$ cat src/hdl/hpcb_pkg.sv
// Package of offsets, field positions, reset values and types for the hub port config bytes.
package hpcb_pkg;

    // ****************************************
    // Register map and reset values
    // ****************************************
    localparam logic [7:0] OFS_OWNER_CFG   = 8'h08;
    localparam logic [7:0] OFS_FIXED_MASK  = 8'h09;
    localparam logic [7:0] OFS_SP_DIS_MASK = 8'h0a;
    localparam logic [7:0] OFS_BP_DIS_MASK = 8'h0b;
    localparam logic [7:0] CFG_RESET       = 8'h00;

    // ****************************************
    // Field positions and masks
    // ****************************************
    localparam int STYLE_HI  = 7;
    localparam int STYLE_LO  = 6;
    localparam int SRC_BIT   = 5;
    localparam int IND_HI    = 2;
    localparam int IND_LO    = 1;
    localparam int STR_BIT   = 0;
    localparam logic [7:0] OWNER_WMASK = 8'he7;
    localparam logic [7:0] PORT_WMASK  = 8'h1e;
    localparam int PORT_LO   = 1;
    localparam int PORT_HI   = 4;

    // ****************************************
    // Modes
    // ****************************************
    typedef enum logic [1:0] {
        HPCB_OWN_PROG3  = 2'h0,
        HPCB_OWN_LEVEL4 = 2'h1,
        HPCB_OWN_EDGE4  = 2'h2,
        HPCB_OWN_EDGEU4 = 2'h3
    } hpcb_style_e;

    typedef enum logic [1:0] {
        HPCB_IND_ACT0  = 2'h0,
        HPCB_IND_SPEED = 2'h1,
        HPCB_IND_OWNER = 2'h2,
        HPCB_IND_ACT3  = 2'h3
    } hpcb_ind_e;

    typedef struct packed {
        logic       wrEn;
        logic       rdEn;
        logic [7:0] addr;
        logic [7:0] wdata;
    } hpcb_req_s;

    typedef struct packed {
        logic [1:0] fixedStraps;
        logic [1:0] disableStraps;
    } hpcb_strap_s;

endpackage

$ cat src/hdl/hpcb_cfg_reg.sv
// One configuration byte with a write mask and a reset value.
`timescale 1ns/10ps
`default_nettype none
module hpcb_cfg_reg #(
    parameter logic [7:0] WMASK = 8'hff
) (
    input  wire logic       mclk,
    input  wire logic       sys_rst,
    input  wire logic       wrEn,
    input  wire logic [7:0] wdata,
    output var  logic [7:0] value
);
    logic [7:0] value_d;

    assign value_d = wrEn ? (wdata & WMASK) : value;

    always_ff @(posedge mclk) begin
        if (sys_rst) begin
            value <= hpcb_pkg::CFG_RESET;
        end else begin
            value <= value_d;
        end
    end
endmodule
`default_nettype wire

$ cat src/hdl/hpcb_port_owner.sv
// Per-port host ownership tracker for the four direct select inputs.
`timescale 1ns/10ps
`default_nettype none
module hpcb_port_owner (
    input  wire logic       mclk,
    input  wire logic       sys_rst,
    input  wire logic [1:0] style,
    input  wire logic       selIn,
    input  wire logic       unassignIn,
    output var  logic       owner_q,
    output var  logic       assigned_q
);
    logic selPrev_q;
    logic rise;
    logic unassignOk;

    assign rise       = selIn & ~selPrev_q;
    assign unassignOk = (style == hpcb_pkg::HPCB_OWN_EDGEU4);

    always_ff @(posedge mclk) begin
        if (sys_rst) begin
            selPrev_q  <= 1'b0;
            owner_q    <= 1'b0;
            assigned_q <= 1'b1;
        end else begin
            selPrev_q <= selIn;
            if (style == hpcb_pkg::HPCB_OWN_LEVEL4) begin
                owner_q    <= selIn;
                assigned_q <= 1'b1;
            end else if (unassignOk && unassignIn) begin
                assigned_q <= 1'b0;
            end else if (rise) begin
                owner_q    <= ~owner_q;
                assigned_q <= 1'b1;
            end else if (!unassignOk) begin
                assigned_q <= 1'b1;
            end
        end
    end
endmodule
`default_nettype wire

$ cat src/hdl/hpcb_top.sv
// Configuration byte bank for port ownership, indicators, fixed ports and port disables.
`timescale 1ns/10ps
`default_nettype none
// Contract
// - Mode 00: three-wire selector, eight configurations.
// - Mode 01: ownership follows select level.
// - Mode 10: edge control, never unassigned.
// - Mode 11: edge control with unassigned state.
// - Bit 5 picks pins or registers.
// - Indicator 00 or 11: bus activity.
// - 01 ownership plus speed; 10 ownership.
// - Bit 0 enables string descriptors.
// - Fixed mask bits 4:1 report fixed ports.
// - Reserved mask bits; bit 0 zero.
// - Default config uses fixed-port straps.
// - Self-powered mask disables marked ports.
// - Bus-powered mask applies when bus-powered.
// - Default config uses disable straps.
// - All four bytes reset to zero.
// - Power sense picks which mask applies.
// - Strapped fixed port reports compound device.
module hpcb_top #(
    parameter int NUM_CFG = 8
) (
    input  wire logic                mclk,
    input  wire logic                sys_rst,
    input  wire hpcb_pkg::hpcb_req_s req,
    input  wire logic                useDefaults,
    input  wire hpcb_pkg::hpcb_strap_s straps,
    input  wire logic                dynamicPowerEn,
    input  wire logic                local_power_sense,
    input  wire logic [2:0]          progSelect,
    input  wire logic [3:0]          portSelect,
    input  wire logic [3:0]          portUnassign,
    input  wire logic [3:0]          regOwner,
    input  wire logic [3:0]          portSpeedHigh,
    input  wire logic [3:0]          portActivity,
    output var  logic [7:0]          rdata_q,
    output var  logic                rvalid_q,
    output var  logic [3:0]          portOwner_q,
    output var  logic [3:0]          portAssigned_q,
    output var  logic [3:0]          portDisabled_q,
    output var  logic [3:0]          portFixed_q,
    output var  logic                compound_q,
    output var  logic                stringEn_q,
    output var  logic                selfPowered_q,
    output var  logic [3:0]          indicator_a_outputs_n_q,
    output var  logic [3:0]          indicator_b_outputs_n_q
);
    // ****************************************
    // Register bank
    // ****************************************
    logic [7:0] ownerCfg;
    logic [7:0] fixedMask;
    logic [7:0] spMask;
    logic [7:0] bpMask;
    logic       wrOwner;
    logic       wrFixed;
    logic       wrSp;
    logic       wrBp;

    assign wrOwner = req.wrEn && (req.addr == hpcb_pkg::OFS_OWNER_CFG);
    assign wrFixed = req.wrEn && (req.addr == hpcb_pkg::OFS_FIXED_MASK);
    assign wrSp    = req.wrEn && (req.addr == hpcb_pkg::OFS_SP_DIS_MASK);
    assign wrBp    = req.wrEn && (req.addr == hpcb_pkg::OFS_BP_DIS_MASK);

    hpcb_cfg_reg #(.WMASK(hpcb_pkg::OWNER_WMASK)) uOwner (
        .mclk(mclk), .sys_rst(sys_rst), .wrEn(wrOwner), .wdata(req.wdata), .value(ownerCfg)
    );
    hpcb_cfg_reg #(.WMASK(hpcb_pkg::PORT_WMASK)) uFixed (
        .mclk(mclk), .sys_rst(sys_rst), .wrEn(wrFixed), .wdata(req.wdata), .value(fixedMask)
    );
    hpcb_cfg_reg #(.WMASK(hpcb_pkg::PORT_WMASK)) uSp (
        .mclk(mclk), .sys_rst(sys_rst), .wrEn(wrSp), .wdata(req.wdata), .value(spMask)
    );
    hpcb_cfg_reg #(.WMASK(hpcb_pkg::PORT_WMASK)) uBp (
        .mclk(mclk), .sys_rst(sys_rst), .wrEn(wrBp), .wdata(req.wdata), .value(bpMask)
    );

    logic [7:0] rdMux;
    assign rdMux = (req.addr == hpcb_pkg::OFS_OWNER_CFG)   ? ownerCfg  :
                   (req.addr == hpcb_pkg::OFS_FIXED_MASK)  ? fixedMask :
                   (req.addr == hpcb_pkg::OFS_SP_DIS_MASK) ? spMask    :
                   (req.addr == hpcb_pkg::OFS_BP_DIS_MASK) ? bpMask    : 8'h00;

    // ****************************************
    // Decoded fields
    // ****************************************
    logic [1:0] ownership_interface_style;
    logic       ownership_source_select;
    logic [1:0] indicator_style_select;

    assign ownership_interface_style = ownerCfg[hpcb_pkg::STYLE_HI:hpcb_pkg::STYLE_LO];
    assign ownership_source_select   = ownerCfg[hpcb_pkg::SRC_BIT];
    assign indicator_style_select    = ownerCfg[hpcb_pkg::IND_HI:hpcb_pkg::IND_LO];

    // ****************************************
    // Strap defaults
    // ****************************************
    logic [3:0] fixedStrapMask;
    logic [3:0] disStrapMask;
    logic [3:0] fixedRegPorts;
    logic [3:0] fixedPorts;

    // Fixed straps name one port, or none when zero.
    assign fixedStrapMask = (straps.fixedStraps == 2'h0) ? 4'h0 :
                            (4'h1 << (straps.fixedStraps - 2'h1));
    // Disable straps count ports disabled downward from port four.
    assign disStrapMask = (straps.disableStraps == 2'h0) ? 4'h0 :
                          (straps.disableStraps == 2'h1) ? 4'h8 :
                          (straps.disableStraps == 2'h2) ? 4'hc : 4'he;
    assign fixedRegPorts = fixedMask[hpcb_pkg::PORT_HI:hpcb_pkg::PORT_LO];
    assign fixedPorts    = useDefaults ? fixedStrapMask : fixedRegPorts;

    // ****************************************
    // Power source and disables
    // ****************************************
    logic       selfPowered_d;
    logic [3:0] disPorts;

    assign selfPowered_d = dynamicPowerEn ? local_power_sense : selfPowered_q;
    assign disPorts = useDefaults ? disStrapMask :
                      selfPowered_q ? spMask[hpcb_pkg::PORT_HI:hpcb_pkg::PORT_LO]
                                    : bpMask[hpcb_pkg::PORT_HI:hpcb_pkg::PORT_LO];

    // ****************************************
    // Ownership
    // ****************************************
    logic [3:0] directOwner;
    logic [3:0] directAssigned;
    logic [3:0] progOwner;
    logic [3:0] pinOwner;
    logic [3:0] pinAssigned;
    logic [3:0] ownerSel;

    for (genvar p = 0; p < 4; p++) begin : gOwn
        hpcb_port_owner uPort (
            .mclk(mclk), .sys_rst(sys_rst), .style(ownership_interface_style),
            .selIn(portSelect[p]), .unassignIn(portUnassign[p]),
            .owner_q(directOwner[p]), .assigned_q(directAssigned[p])
        );
    end

    // Eight predefined configurations: selector bits 2:0 give owner bits 3:1, their parity gives owner bit 0.
    assign progOwner = {progSelect[2], progSelect[1], progSelect[0],
                        ^progSelect} & 4'hf;
    assign pinOwner = (ownership_interface_style == hpcb_pkg::HPCB_OWN_PROG3) ?
                      progOwner : directOwner;
    assign pinAssigned = (ownership_interface_style == hpcb_pkg::HPCB_OWN_PROG3) ?
                         4'hf : directAssigned;
    assign ownerSel = ownership_source_select ? regOwner : pinOwner;

    // ****************************************
    // Indicators
    // ****************************************
    logic [3:0] indA;
    logic [3:0] indB;

    always_comb begin
        indA = 4'h0;
        indB = 4'h0;
        case (indicator_style_select)
            hpcb_pkg::HPCB_IND_SPEED: begin
                indA = ~ownerSel & portSpeedHigh;
                indB = ownerSel & portSpeedHigh;
            end
            hpcb_pkg::HPCB_IND_OWNER: begin
                indA = ~ownerSel;
                indB = ownerSel;
            end
            default: begin
                indA = portActivity & ~ownerSel;
                indB = portActivity & ownerSel;
            end
        endcase
    end

    // ****************************************
    // Output registers
    // ****************************************
    always_ff @(posedge mclk) begin
        if (sys_rst) begin
            rdata_q                 <= 8'h00;
            rvalid_q                <= 1'b0;
            portOwner_q             <= 4'h0;
            portAssigned_q          <= 4'h0;
            portDisabled_q          <= 4'h0;
            portFixed_q             <= 4'h0;
            compound_q              <= 1'b0;
            stringEn_q              <= 1'b0;
            selfPowered_q           <= 1'b1;
            indicator_a_outputs_n_q <= 4'hf;
            indicator_b_outputs_n_q <= 4'hf;
        end else begin
            rdata_q                 <= req.rdEn ? rdMux : 8'h00;
            rvalid_q                <= req.rdEn;
            portOwner_q             <= ownerSel;
            portAssigned_q          <= ownership_source_select ? 4'hf : pinAssigned;
            portDisabled_q          <= disPorts;
            portFixed_q             <= fixedPorts;
            compound_q              <= useDefaults && (fixedStrapMask != 4'h0);
            stringEn_q              <= ownerCfg[hpcb_pkg::STR_BIT];
            selfPowered_q           <= selfPowered_d;
            indicator_a_outputs_n_q <= ~(indA & ~disPorts);
            indicator_b_outputs_n_q <= ~(indB & ~disPorts);
        end
    end
endmodule
`default_nettype wire

$ cat config.mk
export PLATFORM = sky130hd
export DESIGN_NAME = hpcb_top
export DESIGN_NICKNAME = d
export VERILOG_FILES = /design/src/hdl/hpcb_pkg.sv /design/src/hdl/hpcb_cfg_reg.sv /design/src/hdl/hpcb_port_owner.sv /design/src/hdl/hpcb_top.sv
export SDC_FILE = /design/constraint.sdc
export NUM_CORES = 1
export LEC_CHECK = 0
export BUFFER_PORTS_ARGS = -buffer_cell sky130_fd_sc_hd__clkbuf_2
export CORE_ASPECT_RATIO = 1.75
export CORE_UTILIZATION = 30
export DETAILED_ROUTE_END_ITERATION = 8
export PLACE_DENSITY = 0.52
export SYNTH_ARGS = -nofsm -noshare
export SYNTH_HDL_FRONTEND = slang
export SYNTH_HIERARCHICAL = 1
export SYNTH_SLANG_ARGS = --single-unit
$ cat constraint.sdc
create_clock -name mclk -period 2.5 [get_ports mclk]
set_input_delay 0.625 -clock mclk [delete_from_list [all_inputs] [get_ports mclk]]
set_output_delay 0.625 -clock mclk [all_outputs]
set_load 0.005 [all_outputs]
# Word level (Yosys, flattened, before mapping)
# Cells that the tools add are included.
totals:
  regBits: 66
  wordCells: 134
  in_bits: 50
op_classes:
  shifts: 1
  n_bitwise: 23
  n_addsub: 1
  muxes: 38
  n_eq_ne: 18
  reduce_logical: 25
ops:
  columns: ["cell", "count"]
  rows:
  - ["4-bit two-way mux", 9]
  - ["8-bit by 4-bit equality test with 1-bit output (second input constant)", 4]
  - ["4-bit bitwise AND", 6]
  - ["1-bit two-way mux", 21]
  - ["4-bit NOT", 4]
  - ["4-bit case mux with 2 select lines", 2]
  - ["5-bit two-way mux", 3]
  - ["1-bit logical AND", 9]
  - ["3-bit by 1-bit != test with 1-bit output (second input constant)", 3]
  - ["1-bit NOT", 9]
  - ["8-bit two-way mux", 1]
  - ["2-bit AND reduction", 4]
  - ["2-bit nonzero test", 4]
  - ["2-bit by 1-bit equality test with 1-bit output (second input constant)", 3]
  - ["2-bit equality test (second input constant)", 3]
  - ["2-bit logical NOT", 3]
  - ["2-bit != test (second input constant)", 3]
  - ["1-bit bitwise AND", 4]
  - ["4-bit nonzero test", 1]
  - ["2-bit OR reduction", 2]
  - ["1-bit by 2-bit left shift with 4-bit output (first input constant)", 1]
  - ["3-bit two-way mux", 1]
  - ["3-bit by 2-bit != test with 1-bit output (second input constant)", 1]
  - ["3-bit OR reduction", 1]
  - ["4 further kinds", 4]

# Depth between registers and ports, before layout
# Gate-level depths: netlist of run 1.
depth:
  depth_word: 8
  ltp_mapped: 7

# Hierarchy
# The synthesis of run 1 kept the hierarchy.
by_module_without_submodules:
  columns: ["mod", "cells_per_inst", "n_inst", "area_each_um2"]
  rows:
  - ["hpcb_top", 145, 1, 1559.0]
  - ["hpcb_port_owner", 16, 4, 148.9]
  - ["hpcb_cfg_reg (uBp ...)", 18, 3, 173.9]
  - ["hpcb_cfg_reg (uOwner)", 22, 1, 232.7]

# Least setup slack after synthesis of run 1
# Ideal clock, no wire load.
synth_timing:
  kind: "in2reg"
  start: "input port req[15] (netlist name)"
  end: "register uSp.value[1]"
  arrival_ns: 1.989
  path_stages: 7
  slack_ns: 0.397
  t_required_ns: 2.386
  n_path_buf: 1
  path_cell_list: "or4b_4 -> nor3_4 -> nand2_2 -> nor3_2 -> clkbuf_2 -> mux2i_1 -> nor2_1"
synth_via:
  elab_chain_cells: 2
synth_rtl:
  columns: ["item", "line_no", "source"]
  rows:
  - ["start: declaration", "hpcb_top.sv:27", "input wire hpcb_pkg::hpcb_req_s req,"]
  - ["8-bit by 4-bit equality test with 1-bit output", "hpcb_top.sv:64", "assign wrSp = req.wrEn && (req.addr == hpcb_pkg::OFS_SP_DIS_MASK);"]
  - ["1-bit logical AND", "hpcb_top.sv:64", null]
  - ["net wrSp", "hpcb_top.sv:59", "logic wrSp;"]
  - ["end signal: assignment", "hpcb_cfg_reg.sv:19", "value <= hpcb_pkg::CFG_RESET;"]
  - ["end signal: assignment", "hpcb_cfg_reg.sv:21", "value <= value_d;"]
  - ["end: declaration", "hpcb_cfg_reg.sv:11", "output var logic [7:0] value"]
# The timed path passes the listed nets, and every way through them passes these cells.
# A chain may end at the register's enable or synchronous reset.

# Worst setup path after layout of run 1
layout_timing:
  start: "input port req[15] (netlist name)"
  end: "register uOwner.value[6]"
layout_via:
  elab_chain_cells: 2
layout_rtl:
  columns: ["item", "line_no", "source"]
  rows:
  - ["8-bit by 4-bit equality test with 1-bit output", "hpcb_top.sv:62", "assign wrOwner = req.wrEn && (req.addr == hpcb_pkg::OFS_OWNER_CFG);"]
  - ["1-bit logical AND", "hpcb_top.sv:62", null]
  - ["net wrOwner", "hpcb_top.sv:57", "logic wrOwner;"]
  - ["end signal: assignment", "hpcb_cfg_reg.sv:19", null]
  - ["end signal: assignment", "hpcb_cfg_reg.sv:21", null]
  - ["end: declaration", "hpcb_cfg_reg.sv:11", null]
# The timed path passes the listed nets, and every way through them passes these cells.

==> impl_metrics.tcl, run 1 <==
set metrics [dict create \
    hpwl_mm 5.48 \
    hp-class "flop to flop" \
    critPathRequiredTime_ns 2.70 \
    p_per_area_nw_per_um2 677 \
    insertion_delay_ns 0.32 \
    grt_max_degree 36 \
    io_buffer_count 85 \
    totalWireLength_mm 7.06 \
    fin_hold_ws_ns 0.493 \
    worstSetupPathType "input pin to flop" \
    finalCritPeriodShare_pct 79.0 \
    cts_tree "yes" \
    post_drt_wl_per_cell_um 14.1 \
    synth-edff-count 0 \
    worstPathMaxFanout 7 \
    worstSetupStartpointType "input pin" \
    gp_congestion 0.756 \
    numCtsBuffers 9 \
    ys_ff_latch 66 \
    num_rows 47 \
    synthTopCellsByArea "dfxtp_1 (45%), mux2i_1 (8.3%), mux4_2 (6.2%)" \
    leakagePower_nw 1.55 \
    period_needed_ns 1.98 \
    drtIter0Drc 61 \
    setup_viol 0 \
    synth_top_flop_cell "dfxtp_1" \
    design.die.area_um2 10100 \
    htreeDepth 3 \
    dieWidth_um 76.4 \
    syn_area_per_cell_um2 10.2 \
    drv_cap 0 \
    multiInputGateArea_um2 1440 \
    outcome "finished, final reports clean" \
    grt_pass1_wl_mm 11.5 \
    clock_path_buffers 2 \
    finalClockSkew_ns 0.00333 \
    cts_hold_buf 0 \
    ys_async_sr_fraction_pct 0 \
    clk_pin_slew_ns 0.05 \
    grt_pass1_vias 2357 \
    drc 0 \
    track_usage_pct 15.1 \
    antenna_left 0 \
    relSlewSlack_pct 65.3 \
    arrival_ns 2.18 \
    cts_resized 0 \
    cts.root.buffer_cell "clkbuf_16" \
    yosys.area.top_type "dfxtp_1" \
    hold_violations 0 \
    grt-ovfl-total 0 \
    area_growth_pct 27.6 \
    vdd_ir_drop_max_mv 0.317 \
    cp-end-kind "flop" \
    core_area_um2 9470 \
    fill_cells 964 \
    finalSetupTns_ns 0 \
    diodes 0 \
    yosys_warnings 6 \
    post_cts_buffers 0 \
    drv_slew 0 \
    die-height_um 132 \
    synth_cell_types 40 \
    antenna_found_initial 0 \
    start_util_pct 30.7 \
    rsz0062_at_grt "false" \
    io_pins 86 \
    synthCells 285 \
    synth_area_um2 2910 \
    layout-drive-gt1-share_pct 38.6 \
    netlist.area_leader.share_pct 45.4 \
    via_count 2236 \
    drt_pass1_iterations 4 \
    nNetsFinal 424 \
    yosysSeqAreaShare_pct 45.4 \
    via_per_inst 4.47 \
    fmax_mhz 506 \
    area.sequential_um2 1320 \
    clkSinkCount 66 \
    worst_pin_slew_ns 0.520 \
]
metrics by stage:
stage | cell area [um^2] | instances | util, % | worst slack [ns] | total power [mW]
after detailed placement | 3430 | 485 | 36.2 | 0.164 | 1.31
final | 3710 | 500 | 39.2 | 0.525 | 2.51
after global placement | 3430 | 485 | 36.2 | 0.206 | 1.31
after floorplan | 2950 | 295 | - | 0.397 | 1.23
after CTS | 3710 | 500 | 39.2 | 0.511 | 2.55
after global routing | 3710 | 500 | 39.2 | 0.369 | 2.62
cell usage after synthesis (2+ instances only):
cell type and instances:
dfxtp_1 66, nor2_1 42, mux2i_1 24, buf_4 15
nand2b_1 12, nand2_1 9, and3_1 8, mux2_2 8
mux4_2 8, nor2b_1 8, nor3_1 8, nor3_2 6
clkbuf_1 5, inv_1 5, nand2_2 5, o22ai_1 5
a221oi_2 4, and4_1 4, conb_1 4, nor2b_2 4
nor3b_1 4, o21ai_0 4, o21bai_1 4, a21oi_1 3
clkbuf_2 3, nand3b_1 2, xnor2_1 2
cell families (layout without fill, tap and decap cells):
kind of cell	Yosys count	count (layout)	synth area share, %
flip-flops	66	66	45.4
XOR/XNOR	2	2	0.602
other	4	14	0.516
multiplexers	40	40	17.5
buffers and inverters	31	114	6.37
AO/OA/AOI/OAI	23	23	6.28
AND/OR/NAND/NOR	119	119	23.3
cell type report:
| cell class | count | area share (%) |
|---|---|---|
| Tap cell | 122 | 4.11 |
| Clock inverter | 3 | 1.08 |
| Multi-Input combinational cell | 198 | 38.8 |
| Sequential cell | 66 | 35.6 |
| Timing Repair Buffer | 94 | 13.3 |
| Clock buffer | 12 | 6.64 |
| Inverter | 5 | 0.506 |
report_power, final:
group	internal [mW]	switching, mW	total (mW)
Sequential	1.08	0.0148	1.10
Clock	0.790	0.436	1.23
Combinational	0.0976	0.0932	0.191
critical path, cell delays in order:
cell and delay, ns:
clkbuf_2 0.08, or4b_4 0.53, nor3_4 0.26, nand2_2 0.12
nor3_2 0.12, buf_4 0.19, mux2i_1 0.19, nor2_1 0.06
state kept, by name (all words and copies together), names as in the netlist:
| register | count |
|---|---|
| gOwn.uPort/selPrev_q | 4 |
| stringEn_q | 1 |
| indicator_b_outputs_n_q | 4 |
| portOwner_q | 4 |
| rvalid_q | 1 |
| uOwner/value | 6 |
| gOwn.uPort/owner_q | 4 |
| selfPowered_q | 1 |
| uFixed/value | 4 |
| indicator_a_outputs_n_q | 4 |
| uBp/value | 4 |
| uSp/value | 4 |
| portFixed_q | 4 |
| portDisabled_q | 4 |
| rdata_q | 8 |
| gOwn.uPort/assigned_q | 4 |
| portAssigned_q | 4 |
| compound_q | 1 |
routing by layer:
| layer | global-route usage, % | share of wire, % |
|---|---|---|
| met5 | 0 | 0 |
| met4 | 7.05 | 1.6 |
| met3 | 3.46 | 2.6 |
| met2 | 29.5 | 60 |
| met1 | 14.4 | 36 |
cell usage in the layout, fill, tap and decap left out, types with 2 or more instances in the layout:
cell and instances:
nand2_1 9, conb_1 14, o22ai_1 5, nor3b_1 4, and3_1 8, clkbuf_16 9, clkinv_2 2, a221oi_2 4
xnor2_1 2, nor2b_2 4, nor2b_1 8, o21ai_0 4, a21oi_1 3, nand2_2 5, clkbuf_1 2, mux2_2 8
nand2b_1 12, mux2i_1 24, inv_1 5, buf_4 9, o21bai_1 4, nand3b_1 2, and4_1 4, dfxtp_1 66
nor3_1 8, mux4_2 8, nor3_2 6, clkbuf_2 85, nor2_1 42
final timing paths:
path	slack (ns)	from	depth (start not counted)	end
setup reg to reg	0.84	selfPowered_q	4	indicator_a_outputs_n_q[3]
hold / removal	0.49	gOwn[2].uPort/assigned_q	2	portAssigned_q[2]
hold reg to reg	0.49	gOwn[2].uPort/assigned_q	2	portAssigned_q[2]
setup / recovery	0.52	req[15]	8	uOwner/value[6]
(Power assumes the default switching activity.)
==> run 2: changes to the inputs <==
- ABC_AREA: default -> 1
- clock period: 2.5 -> 1.99 ns (I/O delays scaled with it)
==> impl_metrics.tcl, run 2 <==
set metrics [dict create \
    grt_pass1_vias 2941 \
    synth_common_cells "nand2_1 (118), nor2_1 (74), dfxtp_1 (66)" \
    num_rows 49 \
    reg_top3 "rdata_q x8, uOwner/value x6" \
    drv_slew 0 \
    drtIter0Drc 72 \
    final_cell_mix "nand2_1 (118), clkbuf_2 (85), nor2_1 (74)" \
    crit_path_top_delay_cell "dfxtp_1" \
    design.die.area_um2 11100 \
    synth_cell_types 27 \
    gp_congestion 0.771 \
    setup_viol 0 \
    drc 0 \
    arrival_ns 1.63 \
    synthCells 474 \
    diodes 0 \
    synth-edff-count 0 \
    finalClockSkew_ns 0.00637 \
    cpPeakStageDelay_ns 0.44 \
    p_per_area_nw_per_um2 816 \
    core_area_um2 10300 \
    worst_pin_slew_ns 0.558 \
    insertion_delay_ns 0.33 \
    io_pins 86 \
    post_drt_wl_per_cell_um 11.7 \
    vdd_ir_drop_max_mv 0.383 \
    place_inst 684 \
    cp-end-kind "flop" \
    yosysSeqAreaShare_pct 41.4 \
    largest_reg_flops 8 \
    netlist.area_leader.share_pct 41.4 \
    syn_area_per_cell_um2 6.73 \
    die-height_um 138 \
    path_delay_family "simple AND/OR/NAND/NOR gates" \
    drv_cap 0 \
    via_per_inst 4.34 \
    yosys.area.top_type "dfxtp_1" \
    hp-class "input pin to flop" \
    track_usage_pct 16.0 \
    fmax_mhz 694 \
    worstPathMaxFanout 8 \
    numCtsBuffers 9 \
    instances_no_fill 700 \
    clock_path_buffers 2 \
    relSlewSlack_pct 62.6 \
    final_common_cell "nand2_1" \
    synth_area_um2 3190 \
    yosys_warnings 6 \
    reg2reg_slack_ns 0.55 \
    ys_ff_latch 66 \
    post_cts_buffers 0 \
    totalWireLength_mm 8.21 \
    crit_top_cell "nand2_1" \
    clkSinkCount 66 \
    finalCritPeriodShare_pct 72.5 \
    io_buffer_count 85 \
    drt_pass1_iterations 4 \
    start_util_pct 31.0 \
    grt_pass1_wl_mm 13.4 \
    antenna_found_initial 0 \
    critPathRequiredTime_ns 2.18 \
    dieWidth_um 79.9 \
    period_needed_ns 1.44 \
    hold_violations 0 \
    synthTopCellsByArea "dfxtp_1 (41%), nand2_1 (14%), nor2_1 (8.7%)" \
    antenna_left 0 \
    ys_async_sr_fraction_pct 0 \
    leakagePower_nw 2.00 \
    area_growth_pct 26.7 \
    cts_tree "yes" \
    crit_chain "inv_1 > nand2_1 > nand2_1 > nand3_1 > o21ai_0 > nand3b_1" \
    via_count 3040 \
    critPathBufInv 1 \
    finalSetupTns_ns 0 \
    cts_resized 0 \
    hpwl_mm 6.60 \
    synth_top_flop_cell "dfxtp_1" \
    clk_pin_slew_ns 0.05 \
    grt-ovfl-total 0 \
    htreeDepth 3 \
    worstSetupPathType "flop to flop" \
    cts.root.buffer_cell "clkbuf_16" \
    worstSetupStartpointType "flop" \
    regMostFlops "rdata_q" \
    outcome "finished, final reports clean" \
    synth_most_common_cell "nand2_1" \
    cts_hold_buf 0 \
    layout-drive-gt1-share_pct 25.5 \
    rsz0062_at_grt "false" \
    grt_max_degree 25 \
    nNetsFinal 618 \
]
-- run 2: area by class of cell --
| class | count | area (um^2) |
|---|---|---|
| clock buffers | 15 | 288 |
| clock inverters | 1 | 30.0 |
| fillers | 1119 | 6260 |
| inverters | 73 | 274 |
| multi-input cells | 322 | 1460 |
| flip-flops and latches | 66 | 1320 |
| well taps | 127 | 159 |
| repair buffers | 96 | 508 |
-- run 2: kinds of logic after synthesis --
logic type,share of synthesized area (%)
compound gates,7.81
flops,41.4
buf+inv,14.1
simple gates,35.6
xor+xnor,0.549
other cells,0.471
-- run 2: per-stage QoR --
stage	hold slack [ns]	area, um^2	util (%)	setup WS (ns)	power, mW
final	0.367	4040	39.2	0.548	3.30
after global routing	0.352	4040	39.2	0.321	3.45
after CTS	0.359	4040	39.2	0.508	3.34
after detailed placement	0.452	3720	36.2	0.344	1.68
after global placement	0.444	3720	36.2	0.324	1.68
after floorplan	0.425	3230	-	0.470	1.57
-- run 2: path summary, 6_finish.rpt --
kind              startpoint                          to  cells after the start
min           dynamicPowerEn               selfPowered_q                      2
min reg2reg  uOwner/value[0]                  stringEn_q                      2
max reg2reg  uOwner/value[6]  indicator_b_outputs_n_q[3]                      6
max          uOwner/value[6]  indicator_b_outputs_n_q[3]                      6
-- run 2: metal layers --
layer	vias to the layer above	part of all wire, %	global-route usage, %
li1	1614	-	-
met1	1358	38	16.0
met2	58	56	30.0
met3	10	3.8	3.30
met4	0	2.1	7.61
met5	-	0	0
-- run 2: report_power, final --
part           switching, mW  leakage [nW]  total, mW  internal, mW
combinational          0.164          1.30      0.275         0.111
sequential            0.0160         0.539       1.38          1.36
clock                  0.540         0.156       1.65          1.11
total                  0.721          2.00       3.30          2.58
